File: src/include/sivc_pkg.sv
// Package with constants and types for the system interrupt vector control block.
package sivc_pkg;

  localparam int          SIVC_DATA_W      = 16;
  localparam int          SIVC_ADDR_W      = 20;
  localparam logic [15:0] SIVC_VACANT_DATA = 16'h3FFF;
  localparam logic [19:0] SIVC_BOOT_VECTOR = 20'h01BFE;
  localparam int          SIVC_ACCEPT_CYC  = 6;
  localparam int          SIVC_RETURN_CYC  = 5;
  localparam logic [15:0] SIVC_NO_SOURCE   = 16'h0000;
  localparam logic [15:0] SIVC_CODE_STEP   = 16'h0002;

  // Status register bit positions.
  localparam int          SIVC_SR_GIE      = 3;
  localparam logic [15:0] SIVC_SR_RESET    = 16'h0000;

  // Source positions inside the user-level group.
  localparam int          SIVC_U_PIN       = 0;
  localparam int          SIVC_U_OSC       = 1;
  localparam int          SIVC_U_ACCV      = 2;
  localparam int          SIVC_U_N         = 3;

  // Source positions inside the system-level group.
  localparam int          SIVC_S_LOW_SIDE_SUPERVISOR      = 0;
  localparam int          SIVC_S_HIGH_SIDE_SUPERVISOR      = 1;
  localparam int          SIVC_S_PMTO      = 2;
  localparam int          SIVC_S_VACANT    = 3;
  localparam int          SIVC_S_MBOX      = 4;
  localparam int          SIVC_S_N         = 5;

  localparam int          SIVC_R_N         = 4;

  // Processor-side sequencer states.
  typedef enum logic [2:0] {
    SIVC_RUN,
    SIVC_ACCEPT,
    SIVC_HANDLER,
    SIVC_RETURN,
    SIVC_ONE_INSTR
  } sivc_seq_type;

  // Kind of interrupt being accepted.
  typedef enum logic [1:0] {
    SIVC_K_NONE,
    SIVC_K_SYS,
    SIVC_K_USER,
    SIVC_K_MASK
  } sivc_kind_type;

endpackage

File: src/include/sivc_vec_if.sv
// Interface joining the top block and one vector group.
`timescale 1ns/100ps
interface sivc_vec_if #(parameter int N = 4);
  logic [N-1:0] events;
  logic [N-1:0] enables;
  logic         readStb;
  logic         writeStb;
  logic [15:0]  vector;
  logic         pending;
  modport group (input events, input enables, input readStb, input writeStb,
                 output vector, output pending);
  modport top (output events, output enables, output readStb, output writeStb,
               input vector, input pending);
endinterface

File: src/core/sivc_vector_group.sv
// One priority-encoded vector register with sticky flags and its clearing.
`timescale 1ns/100ps
module sivc_vector_group
  import sivc_pkg::*;
#(
  parameter int N = 4
) (
  input  wire logic clock,
  input  wire logic arst_n,
  sivc_vec_if.group port
);

  logic [N-1:0] flag_reg;
  logic [N-1:0] flag_next;
  logic [15:0]  vector_reg;
  logic [15:0]  vector_next;
  logic [N-1:0] shownBit;

  // A read clears the flag the register shows now, never a newer one.
  // The code is then encoded from the updated flags, so the register
  // never lags the flags; lowest index is highest priority.
  always_comb begin
    shownBit = '0;
    for (int i = 0; i < N; i++) begin
      if (vector_reg == 16'((i + 1) * 2)) begin
        shownBit[i] = 1'b1;
      end
    end
    flag_next = flag_reg;
    if (port.writeStb) begin
      flag_next = '0;
    end else if (port.readStb) begin
      flag_next = flag_reg & ~shownBit;
    end
    flag_next = flag_next | port.events;
    vector_next = SIVC_NO_SOURCE;
    for (int i = N - 1; i >= 0; i--) begin
      if (flag_next[i] && port.enables[i]) begin
        vector_next = 16'((i + 1) * 2);
      end
    end
  end

  // Registers flags and the presented vector.
  always_ff @(posedge clock or negedge arst_n) begin
    if (!arst_n) begin
      flag_reg   <= '0;
      vector_reg <= SIVC_NO_SOURCE;
    end else begin
      flag_reg   <= flag_next;
      vector_reg <= vector_next;
    end
  end

  assign port.vector  = vector_reg;
  assign port.pending = (vector_reg != SIVC_NO_SOURCE);

endmodule

File: src/core/sivc_top.sv
// System interrupt vector control: vacant decode, event groups and sequencing.
// Notes on behaviour
// - Vacant region access raises system event.
// - Vacant reads return 3FFF jump-to-self.
// - Peripheral-space fetch forces power-up clear.
// - Finished boot region behaves as vacant.
// - Brownout start vector is boot location.
// - Three vector registers, one per group.
// - Vector shows highest enabled pending source.
// - Zero means none; codes step by two.
// - Vector read clears only reported flag.
// - Remaining flags request again after service.
// - Vector write clears whole group.
// - Fixed priority by chain position.
// - Events ignore global enable; own enables.
// - Accepted user event disables further ones.
// - User sources: pin edge, oscillator, access.
// - System sources: supervisors, timeout, vacant, mailbox.
// - Storm: one instruction between system handlers.
// - Maskable needs own and global enable.
// - Acceptance takes six cycles, then vector.
// - Acceptance clears single-source flags only.
// - Return takes five cycles, restores status.
// - Global enable in handler allows preemption.
`timescale 1ns/100ps
module sivc_top
  import sivc_pkg::*;
#(
  parameter int          NMASK      = 8,
  parameter logic [19:0] VAC_LO     = 20'h45C00,
  parameter logic [19:0] PERIPH_LO  = 20'h00100,
  parameter logic [19:0] PERIPH_HI  = 20'h00FEF,
  parameter logic [19:0] BOOT_LO    = 20'h01000,
  parameter logic [19:0] BOOT_HI    = 20'h017FF,
  parameter logic [NMASK-1:0] SINGLE_SRC = '1
) (
  input  wire logic             clock,
  input  wire logic             arst_n,
  input  wire logic             brownoutReset,
  input  wire logic             bootDone,
  input  wire logic             accValid,
  input  wire logic [1:0]       accKind,
  input  wire logic [19:0]      accAddr,
  output logic [15:0]           vacantData,
  output logic                  vacantHit,
  output logic                  powerUpClear,
  output logic [19:0]           resetVectorAddr,
  input  wire logic             nmiPinMode,
  input  wire logic             nmiPin,
  input  wire logic             oscFault,
  input  wire logic             flashAccViol,
  input  wire logic             pinEventEnable,
  input  wire logic             accessViolationEnable,
  input  wire logic             oscillatorFaultEnable,
  input  wire logic             lowSideSupervisor,
  input  wire logic             highSideSupervisor,
  input  wire logic             powerManagementTimeout,
  input  wire logic             debugMailbox,
  input  wire logic [4:0]       sysEnable,
  input  wire logic [3:0]       resetCauseSet,
  input  wire logic [1:0]       vecSelect,
  input  wire logic             vecRead,
  input  wire logic             vecWrite,
  output logic [15:0]           vecReadData,
  input  wire logic [NMASK-1:0] maskReq,
  input  wire logic [NMASK-1:0] maskEnable,
  output logic [NMASK-1:0]      maskAck,
  input  wire logic             instrDone,
  input  wire logic             retiIssue,
  input  wire logic             statusWrite,
  input  wire logic [15:0]      statusWriteData,
  output logic [15:0]           statusRegister,
  output logic                  cpuStall,
  output logic                  vectorLoad,
  output logic [1:0]            vectorKind,
  output logic [3:0]            vectorIndex,
  output logic                  userLevelEventArmed
);

  sivc_vec_if #(.N(SIVC_U_N)) uIf ();
  sivc_vec_if #(.N(SIVC_S_N)) sIf ();
  sivc_vec_if #(.N(SIVC_R_N)) rIf ();

  sivc_seq_type  seq_reg,   seq_next;
  sivc_kind_type kind_reg,  kind_next;
  logic [2:0]    cnt_reg,   cnt_next;
  logic [15:0]   sr_reg,    sr_next;
  logic [15:0]   saved_reg, saved_next;
  logic          uArm_reg,  uArm_next;
  logic          pin_reg;
  logic          nest_reg,  nest_next;
  logic [3:0]    idx_reg,   idx_next;
  logic [NMASK-1:0] ack_reg, ack_next;
  logic          vload_reg, vload_next;
  logic [15:0]   vdat_reg,  vdat_next;
  logic          vhit_reg,  vhit_next;
  logic          puc_reg,   puc_next;
  logic [15:0]   rd_reg,    rd_next;
  logic [19:0]   rv_reg;
  logic          stall_reg, stall_next;
  logic          isVacant;
  logic          isPeriph;
  logic [NMASK-1:0] maskLive;
  logic          maskAny;
  logic [3:0]    maskIdx;
  logic          pinEdge;

  // Address decode for vacant space, including the retired boot area.
  always_comb begin
    isPeriph = (accAddr >= PERIPH_LO) && (accAddr <= PERIPH_HI);
    isVacant = (accAddr >= VAC_LO)
      || (bootDone && accAddr >= BOOT_LO && accAddr <= BOOT_HI);
    vhit_next = accValid && isVacant;
    vdat_next = (accValid && isVacant && accKind != 2'd1) ? SIVC_VACANT_DATA
      : 16'h0000;
    puc_next  = accValid && accKind == 2'd2 && isPeriph;
  end

  // Event sources per group; pin edge only in event mode.
  assign pinEdge = nmiPinMode && nmiPin && !pin_reg;
  assign uIf.events   = {flashAccViol, oscFault, pinEdge};
  assign uIf.enables  = {accessViolationEnable, oscillatorFaultEnable, pinEventEnable};
  assign sIf.events   = {debugMailbox, vhit_reg, powerManagementTimeout,
                         highSideSupervisor, lowSideSupervisor};
  assign sIf.enables  = sysEnable;
  assign rIf.events   = resetCauseSet;
  assign rIf.enables  = '1;
  assign uIf.readStb  = vecRead && vecSelect == 2'd2;
  assign sIf.readStb  = vecRead && vecSelect == 2'd1;
  assign rIf.readStb  = vecRead && vecSelect == 2'd0;
  assign uIf.writeStb = vecWrite && vecSelect == 2'd2;
  assign sIf.writeStb = vecWrite && vecSelect == 2'd1;
  assign rIf.writeStb = vecWrite && vecSelect == 2'd0;

  sivc_vector_group #(.N(SIVC_U_N)) uGroup (.clock(clock), .arst_n(arst_n), .port(uIf));
  sivc_vector_group #(.N(SIVC_S_N)) sGroup (.clock(clock), .arst_n(arst_n), .port(sIf));
  sivc_vector_group #(.N(SIVC_R_N)) rGroup (.clock(clock), .arst_n(arst_n), .port(rIf));

  // Maskable requests, lowest index first in the chain.
  always_comb begin
    maskLive = maskReq & maskEnable;
    maskAny  = (|maskLive) && sr_reg[SIVC_SR_GIE];
    maskIdx  = 4'h0;
    for (int i = NMASK - 1; i >= 0; i--) begin
      if (maskLive[i]) begin
        maskIdx = 4'(i);
      end
    end
  end

  // Sequencer mirrors the processor acceptance and return timing.
  always_comb begin
    seq_next   = seq_reg;
    kind_next  = kind_reg;
    cnt_next   = cnt_reg;
    sr_next    = sr_reg;
    saved_next = saved_reg;
    uArm_next  = uArm_reg;
    nest_next  = nest_reg;
    idx_next   = idx_reg;
    ack_next   = '0;
    vload_next = 1'b0;
    rd_next    = rd_reg;
    if (vecRead) begin
      case (vecSelect)
        2'd0:    rd_next = rIf.vector;
        2'd1:    rd_next = sIf.vector;
        2'd2:    rd_next = uIf.vector;
        default: rd_next = SIVC_NO_SOURCE;
      endcase
    end
    if (statusWrite) begin
      sr_next = statusWriteData;
    end
    if (uIf.writeStb || uIf.readStb) begin
      uArm_next = 1'b1;
    end
    case (seq_reg)
      SIVC_RUN, SIVC_HANDLER, SIVC_ONE_INSTR: begin
        if (seq_reg == SIVC_HANDLER && retiIssue) begin
          seq_next = SIVC_RETURN;
          cnt_next = 3'(SIVC_RETURN_CYC - 1);
        end else if (instrDone) begin
          kind_next = SIVC_K_NONE;
          // Storm guard: no new entry in the single instruction slot.
          if (seq_reg == SIVC_ONE_INSTR) begin
            seq_next = SIVC_RUN;
          end else if (sIf.pending && !(seq_reg == SIVC_HANDLER && kind_reg == SIVC_K_SYS
                                          && !sr_reg[SIVC_SR_GIE])) begin
            kind_next = SIVC_K_SYS;
          end else if (uIf.pending && uArm_reg && kind_reg != SIVC_K_SYS) begin
            kind_next = SIVC_K_USER;
            uArm_next = 1'b0;
          end else if (maskAny) begin
            kind_next = SIVC_K_MASK;
            idx_next  = maskIdx;
            ack_next  = (SINGLE_SRC & (NMASK'(1) << maskIdx));
          end
          if (kind_next != SIVC_K_NONE) begin
            seq_next   = SIVC_ACCEPT;
            cnt_next   = 3'(SIVC_ACCEPT_CYC - 1);
            saved_next = sr_reg;
            nest_next  = (seq_reg == SIVC_HANDLER);
          end
        end
      end
      SIVC_ACCEPT: begin
        if (cnt_reg == 3'd1) begin
          sr_next = SIVC_SR_RESET;
        end
        if (cnt_reg == 3'd0) begin
          vload_next = 1'b1;
          seq_next   = SIVC_HANDLER;
        end else begin
          cnt_next = cnt_reg - 3'd1;
        end
      end
      SIVC_RETURN: begin
        if (cnt_reg == 3'(SIVC_RETURN_CYC - 1)) begin
          sr_next = saved_reg;
        end
        if (cnt_reg == 3'd0) begin
          seq_next  = nest_reg ? SIVC_HANDLER
                    : (kind_reg == SIVC_K_SYS ? SIVC_ONE_INSTR : SIVC_RUN);
          nest_next = 1'b0;
          if (!nest_reg && kind_reg != SIVC_K_SYS) begin
            kind_next = SIVC_K_NONE;
          end
        end else begin
          cnt_next = cnt_reg - 3'd1;
        end
      end
      default: begin
        seq_next = SIVC_RUN;
      end
    endcase
    // Stall is registered from the next state so the port comes from a flop.
    stall_next = (seq_next == SIVC_ACCEPT) || (seq_next == SIVC_RETURN);
  end

  // Registers sequencer, status and decode outputs.
  always_ff @(posedge clock or negedge arst_n) begin
    if (!arst_n) begin
      seq_reg   <= SIVC_RUN;
      kind_reg  <= SIVC_K_NONE;
      cnt_reg   <= 3'h0;
      sr_reg    <= SIVC_SR_RESET;
      saved_reg <= SIVC_SR_RESET;
      uArm_reg  <= 1'b1;
      pin_reg   <= 1'b1; // Avoids a false edge if the pin idles high.
      nest_reg  <= 1'b0;
      idx_reg   <= 4'h0;
      ack_reg   <= '0;
      vload_reg <= 1'b0;
      vdat_reg  <= 16'h0000;
      vhit_reg  <= 1'b0;
      puc_reg   <= 1'b0;
      rd_reg    <= SIVC_NO_SOURCE;
      rv_reg    <= 20'h00000;
      stall_reg <= 1'b0;
    end else begin
      seq_reg   <= seq_next;
      kind_reg  <= kind_next;
      cnt_reg   <= cnt_next;
      sr_reg    <= sr_next;
      saved_reg <= saved_next;
      uArm_reg  <= uArm_next;
      pin_reg   <= nmiPin;
      nest_reg  <= nest_next;
      idx_reg   <= idx_next;
      ack_reg   <= ack_next;
      vload_reg <= vload_next;
      vdat_reg  <= vdat_next;
      vhit_reg  <= vhit_next;
      puc_reg   <= puc_next;
      rd_reg    <= rd_next;
      stall_reg <= stall_next;
      if (brownoutReset) begin
        rv_reg <= SIVC_BOOT_VECTOR;
      end
    end
  end

  // Outputs straight from flip-flops.
  assign vacantData          = vdat_reg;
  assign vacantHit           = vhit_reg;
  assign powerUpClear        = puc_reg;
  assign resetVectorAddr     = rv_reg;
  assign vecReadData         = rd_reg;
  assign maskAck             = ack_reg;
  assign statusRegister      = sr_reg;
  assign cpuStall            = stall_reg;
  assign vectorLoad          = vload_reg;
  assign vectorKind          = kind_reg;
  assign vectorIndex         = idx_reg;
  assign userLevelEventArmed = uArm_reg;

endmodule

File: config.mk
export PLATFORM = sky130hd
export DESIGN_NAME = sivc_top
export DESIGN_NICKNAME = d
export VERILOG_FILES = /design/src/include/sivc_pkg.sv /design/src/include/sivc_vec_if.sv /design/src/core/sivc_vector_group.sv /design/src/core/sivc_top.sv
export SDC_FILE = /design/constraint.sdc
export NUM_CORES = 1
export LEC_CHECK = 0
export ABC_AREA = 1
export BUFFER_PORTS_ARGS = -buffer_cell sky130_fd_sc_hd__buf_4
export CAP_MARGIN = 20
export CORE_UTILIZATION = 40
export CTS_CLUSTER_SIZE = 16
export DETAILED_ROUTE_END_ITERATION = 16
export PLACE_DENSITY_LB_ADDON = 0.05
export SLEW_MARGIN = 20
export SYNTH_ARGS = -nofsm -noshare
export SYNTH_HDL_FRONTEND = slang
export SYNTH_SLANG_ARGS = --single-unit
File: constraint.sdc
create_clock -name clock -period 4.9 [get_ports clock]
set_clock_uncertainty 0.05 [all_clocks]
set_input_delay 0.245 -clock clock [delete_from_list [all_inputs] [get_ports clock]]
set_output_delay 0.245 -clock clock [all_outputs]
set_load 0.1 [all_outputs]
==> results of run 1 <==
==> logic make-up after synthesis <==
kind of cell,count (synthesis)
buf+inv,116
other cells,1
simple gates,223
compound gates,73
flops,83
fa+ha+maj,3
==> worst max-delay path, stage by stage (launching register included) <==
cell	delay [ns]
dfrtp_1	0.43
inv_1	0.08
nand2_1	0.13
nor2_2	0.26
nand3_2	0.39
nand2_2	0.46
o32ai_1	0.13
==> area by class of cell <==
cell class	count	area, µm²
clock buffer	9	124
clock inverter	7	80.1
fill	958	4610
inverter	59	221
multi-input combinational	324	1570
sequential	83	2080
tap	133	166
timing repair buffer	146	1100
==> layer usage <==
metal  track usage  routed length (µm)  up-vias
met2         0.312                4480      138
met5             0                   0        -
met1         0.211                3890     1618
li1              -                   -     1802
met3        0.0470                 591        6
met4        0.0439                  65        0
==> final timing paths <==
| path | from | end | slack (ns) | cells past startpoint |
|---|---|---|---|---|
| worst max-delay path | seq_reg[2]$_DFF_PN0_ | statusRegister[3]$_DFF_PN0_ | 2.82 | 6 |
| worst min-delay path | brownoutReset | resetVectorAddr[1]$_DFFE_PN0P_ | 0.04 | 2 |
| worst max register to register | seq_reg[2]$_DFF_PN0_ | statusRegister[3]$_DFF_PN0_ | 2.82 | 6 |
| worst min register to register | cnt_reg[1]$_DFFE_PN0P_ | cnt_reg[1]$_DFFE_PN0P_ | 0.43 | 2 |
| max in group asynchronous | arst_n | uGroup.port.vector[1]$_DFF_PN0_ | 3.85 | 2 |
| min in group asynchronous | arst_n | cpuStall$_DFF_PN0_ | 0.46 | 2 |
==> stage by stage <==
stage	power (W)	util	worst slack, ns
floorplan	0.00232	-	2.66
global route	0.00333	0.537	2.58
detailed placement	0.00266	0.514	2.79
global placement	0.00264	0.514	2.84
finish	0.00314	0.537	2.82
CTS	0.00318	0.535	2.77
==> layout by cell type, fill, tap and decap left out, types with 7 or more instances in the layout <==
master    instances
o21ai_1          18
a21oi_1           9
or2_2             7
nand2_1         113
buf_4           143
inv_1            55
nand3_1          19
conb_1           25
nor2_1           57
nand4_1          11
clkbuf_8          9
dfrtp_1          81
o32ai_1          16
==> timing repair <==
action                                  4_1_cts  5_1_grt
hold buffers                                  1        1
hold endpoints to repair                      1       81
endpoints found under the setup margin        0        0
==> where the power goes <==
part | internal [W] | switching (W)
Combinational | 0.000380 | 0.00125
Clock | 0.000244 | 0.000259
Sequential | 0.000886 | 0.000125
==> flow_metrics.tcl, run 1 <==
set metrics [dict create \
    outcome "finished, final reports clean" \
    layout-drive-gt1-share 0.291 \
    grt-ovfl-total 0 \
    synth_area_um2 4180 \
    ios 173 \
    end_kind "register" \
    fin_area_um2 5340 \
    io_buffer_count 143 \
    die_h_um 104 \
    path_clk_slew_ns 0.09 \
    dp.final_hpwl_um 6800 \
    ys_ff_latch 83 \
    path_class "register to register" \
    start_util 0.420 \
    via_per_inst 4.68 \
    drt-initial-drc-count 117 \
    relSlewSlack 0.513 \
    fmax_ghz 0.481 \
    dp_cells 743 \
    yosys.area_share.simple 0.227 \
    rows 36 \
    placed_cell_area_um2 5110 \
    synth_xor_area_frac 0 \
    synth_fa_ha_area_frac 0.00899 \
    ir_worst_vdd_mv 0.377 \
    final-hold-violation-count 0 \
    totalWireLength_um 9030 \
    synth_edf_count 0 \
    post-cts-setup-buffer-count 0 \
    leakage_nw 2.73 \
    tightest_slew_ns 0.731 \
    drv_cap 0 \
    numCtsBuffers 9 \
    grt_usage 0.176 \
    core_um2 9950 \
    synthTopCellsByCount "113 x nand2_1, 81 x dfrtp_1, 57 x nor2_1, 55 x inv_1, 48 x buf_4" \
    hp-class "input port to register" \
    min_period_ns 2.08 \
    drcViolationCount 0 \
    cts_root_buffer "clkbuf_8" \
    slew_violations 0 \
    setup_viol 0 \
    rsz0062_at_grt "no" \
    async_reset_ff_frac 1.00 \
    required_ns 5.04 \
    fin_crit_sh 0.425 \
    clockBufferDepth 2 \
    cts_tree "done" \
    ys_top_cells_by_area "dfrtp_1 49%, nand2_1 10%, buf_4 8.6%" \
    synth_mux_area_frac 0 \
    postSynthAreaPerCell_um2 8.37 \
    post_cts_resized 0 \
    synth_top_family_by_area "simple AND/OR/NAND/NOR gates" \
    synth_compound_area_frac 0.117 \
    synth.largest_area_cell "dfrtp_1" \
    nets 712 \
    powerDensity_nw_per_um2 589 \
    yosysWarnings 0 \
    crit_fanout 17 \
    die_area_um2 10900 \
    h-tree-depth 3 \
    synth.distinct_cells 38 \
    clock-sinks 83 \
    drtAntennaViolNets 0 \
    place_congestion 0.788 \
    synth_ff_type "dfrtp_1" \
    insertion_delay_ns 0.34 \
    seq_area_frac_synth 0.498 \
    grt_max_degree 84 \
    netlist.area_leader.share 0.485 \
    cp_data_arrival_time_ns 2.23 \
    grt_pass1_vias 3516 \
    yosysMostFrequentCell "nand2_1" \
    wl_per_cell_um 11.9 \
    fin_cells 761 \
    dr_total_vias 3564 \
    grt_pass1_wl_um 15500 \
    antenna_found_initial 0 \
    synth_cells 499 \
    hold_slack_ns 0.0397 \
    area_delta_synth_final_pct 27.9 \
    dr.pass1.iters 5 \
    insertedDiodeCount 0 \
    die_w_um 104 \
    critPathLaunchType "register" \
    fin_tns_setup_ns 0 \
]
Power figures use the tool's default switching activity.
==> inputs of run 2 (changes only) <==
==> constraint.sdc (replaced) <==
create_clock -name clock -period 1.7 [get_ports clock]
set_clock_uncertainty 0.05 [all_clocks]
set_input_delay 0.085 -clock clock [delete_from_list [all_inputs] [get_ports clock]]
set_output_delay 0.085 -clock clock [all_outputs]
set_load 0.1 [all_outputs]
==> flow_metrics.tcl, run 2 (synthesis gave the netlist of run 1 again) <==
set metrics [dict create \
    tightest_slew_ns 0.548 \
    insertedDiodeCount 0 \
    placed_cell_area_um2 5240 \
    clock-sinks 83 \
    rows 36 \
    fin_area_um2 6060 \
    grt_max_degree 35 \
    slew_violations 0 \
    path_class "register to register" \
    dp.final_hpwl_um 7030 \
    critPathLaunchType "register" \
    drcViolationCount 0 \
    place_congestion 0.807 \
    grt_usage 0.190 \
    grt-ovfl-total 0 \
    core_um2 9950 \
    outcome "finished, final reports clean" \
    drtAntennaViolNets 0 \
    final-hold-violation-count 0 \
    power_w 0.00958 \
    min_period_ns 1.69 \
    insertion_delay_ns 0.36 \
    required_ns 1.90 \
    dr.pass1.iters 5 \
    relSlewSlack 0.634 \
    antenna_found_initial 0 \
    via_per_inst 4.66 \
    fin_crit_sh 0.995 \
    totalWireLength_um 10300 \
    wl_per_cell_um 12.5 \
    crit_fanout 5 \
    area_delta_synth_final_pct 45.2 \
    io_buffer_count 143 \
    seqCellArea_um2 2090 \
    grt_pass1_vias 3689 \
    final_cell_mix "159 x buf_4, 104 x nand2_1, 78 x dfrtp_1, 53 x inv_1, 52 x nor2_1" \
    drv_cap 0 \
    clockBufferDepth 2 \
    setup_viol 0 \
    end_kind "register" \
    h-tree-depth 3 \
    die_w_um 104 \
    grt_pass1_wl_um 16700 \
    hp-class "input port to register" \
    multi_input_area_um2 1680 \
    fin_util 0.609 \
    drt-initial-drc-count 109 \
    ios 173 \
    fill_cells 853 \
    leakage_nw 3.03 \
    start_util 0.420 \
    layout-drive-gt1-share 0.327 \
    numCtsBuffers 9 \
    cp_data_arrival_time_ns 1.90 \
    nets 772 \
    die_h_um 104 \
    final_common_cell "buf_4" \
    dr_total_vias 3825 \
    fmax_ghz 0.591 \
    path_clk_slew_ns 0.09 \
    powerDensity_nw_per_um2 1580 \
    rsz0062_at_grt "yes" \
    cts_tree "done" \
    die_area_um2 10900 \
    cts_root_buffer "clkbuf_8" \
    ir_worst_vdd_mv 1.22 \
]
## run 2: changes by cell type in the layout (fill, tap and decap cells not counted), moves of 3 or more
cell,before,now
nand2_4,0,5
nor2_1,57,52
dfrtp_1,81,78
dlygate4sd3_1,2,43
nor2_4,0,3
nand2_1,113,104
nand2_2,1,5
buf_4,143,159
## run 2: through the flow
step                setup slack [ns]  hold WS [ns]  TNS (ns)  cells
floorplan                     -0.111        -0.261     -1.82    523
global placement              0.0107       0.00930         0    754
detailed placement           -0.0344       0.00738    -0.161    754
CTS                          0.00272      0.000549         0    813
global route                 -0.0983        0.0191     -1.83    821
finish                       0.00784       0.00928         0    821
## run 2: power by group
group | internal (W) | switching (W) | total (W)
Sequential | 0.00257 | 0.000377 | 0.00295
Combinational | 0.00138 | 0.00379 | 0.00517
Clock | 0.000724 | 0.000735 | 0.00146
Total | 0.00468 | 0.00490 | 0.00958
## run 2: final cells by class
class                      instances  area share
sequential                        83       0.345
timing repair buffer             206       0.280
multi-input combinational        324       0.277
inverter                          59      0.0365
tap                              133      0.0274
clock buffer                      11      0.0233
clock inverter                     5      0.0101
## run 2: final timing paths
| path | start | to | slack, ns | cells past startpoint |
|---|---|---|---|---|
| max | seq_reg[1]$_DFF_PN0_ | vectorIndex[2]$_DFFE_PN0P_ | 0.008 | 8 |
| max in group asynchronous | arst_n | vectorKind[0]$_DFFE_PN0P_ | 0.81 | 3 |
| min | statusWriteData[11] | statusRegister[11]$_DFF_PN0_ | 0.009 | 3 |
| max reg2reg | seq_reg[1]$_DFF_PN0_ | vectorIndex[2]$_DFFE_PN0P_ | 0.008 | 8 |
| min reg2reg | cnt_reg[1]$_DFFE_PN0P_ | cnt_reg[1]$_DFFE_PN0P_ | 0.43 | 2 |
| min in group asynchronous | arst_n | saved_reg[14]$_DFFE_PN0P_ | 0.15 | 2 |
## run 2: worst max-delay path, stage by stage (launching register included)
cell and delay, ns:
dfrtp_1 0.42, buf_4 0.16, a21oi_4 0.15, nand2_1 0.09
inv_2 0.10, nand4_1 0.16, nor2_4 0.20, nand2_2 0.12
o21a_1 0.12
## run 2: repair_timing
action / CTS / global route
pin swaps: 0 / 8
setup endpoints to repair: 28 / 52
hold buffers: 43 / 0
endpoints found under the hold margin: 102 / 0
cloned: 0 / 2
setup buffers: 0 / 6
gates resized for setup: 4 / 23
## run 2: layer usage
metal  GRT usage  routed length (µm)  vias to the layer above
li1            -                   -                     1931
met1       0.242                4520                     1755
met2       0.315                5070                      122
met3      0.0345                 507                       17
met4      0.0827                 173                        0
met5           0                   0                        -
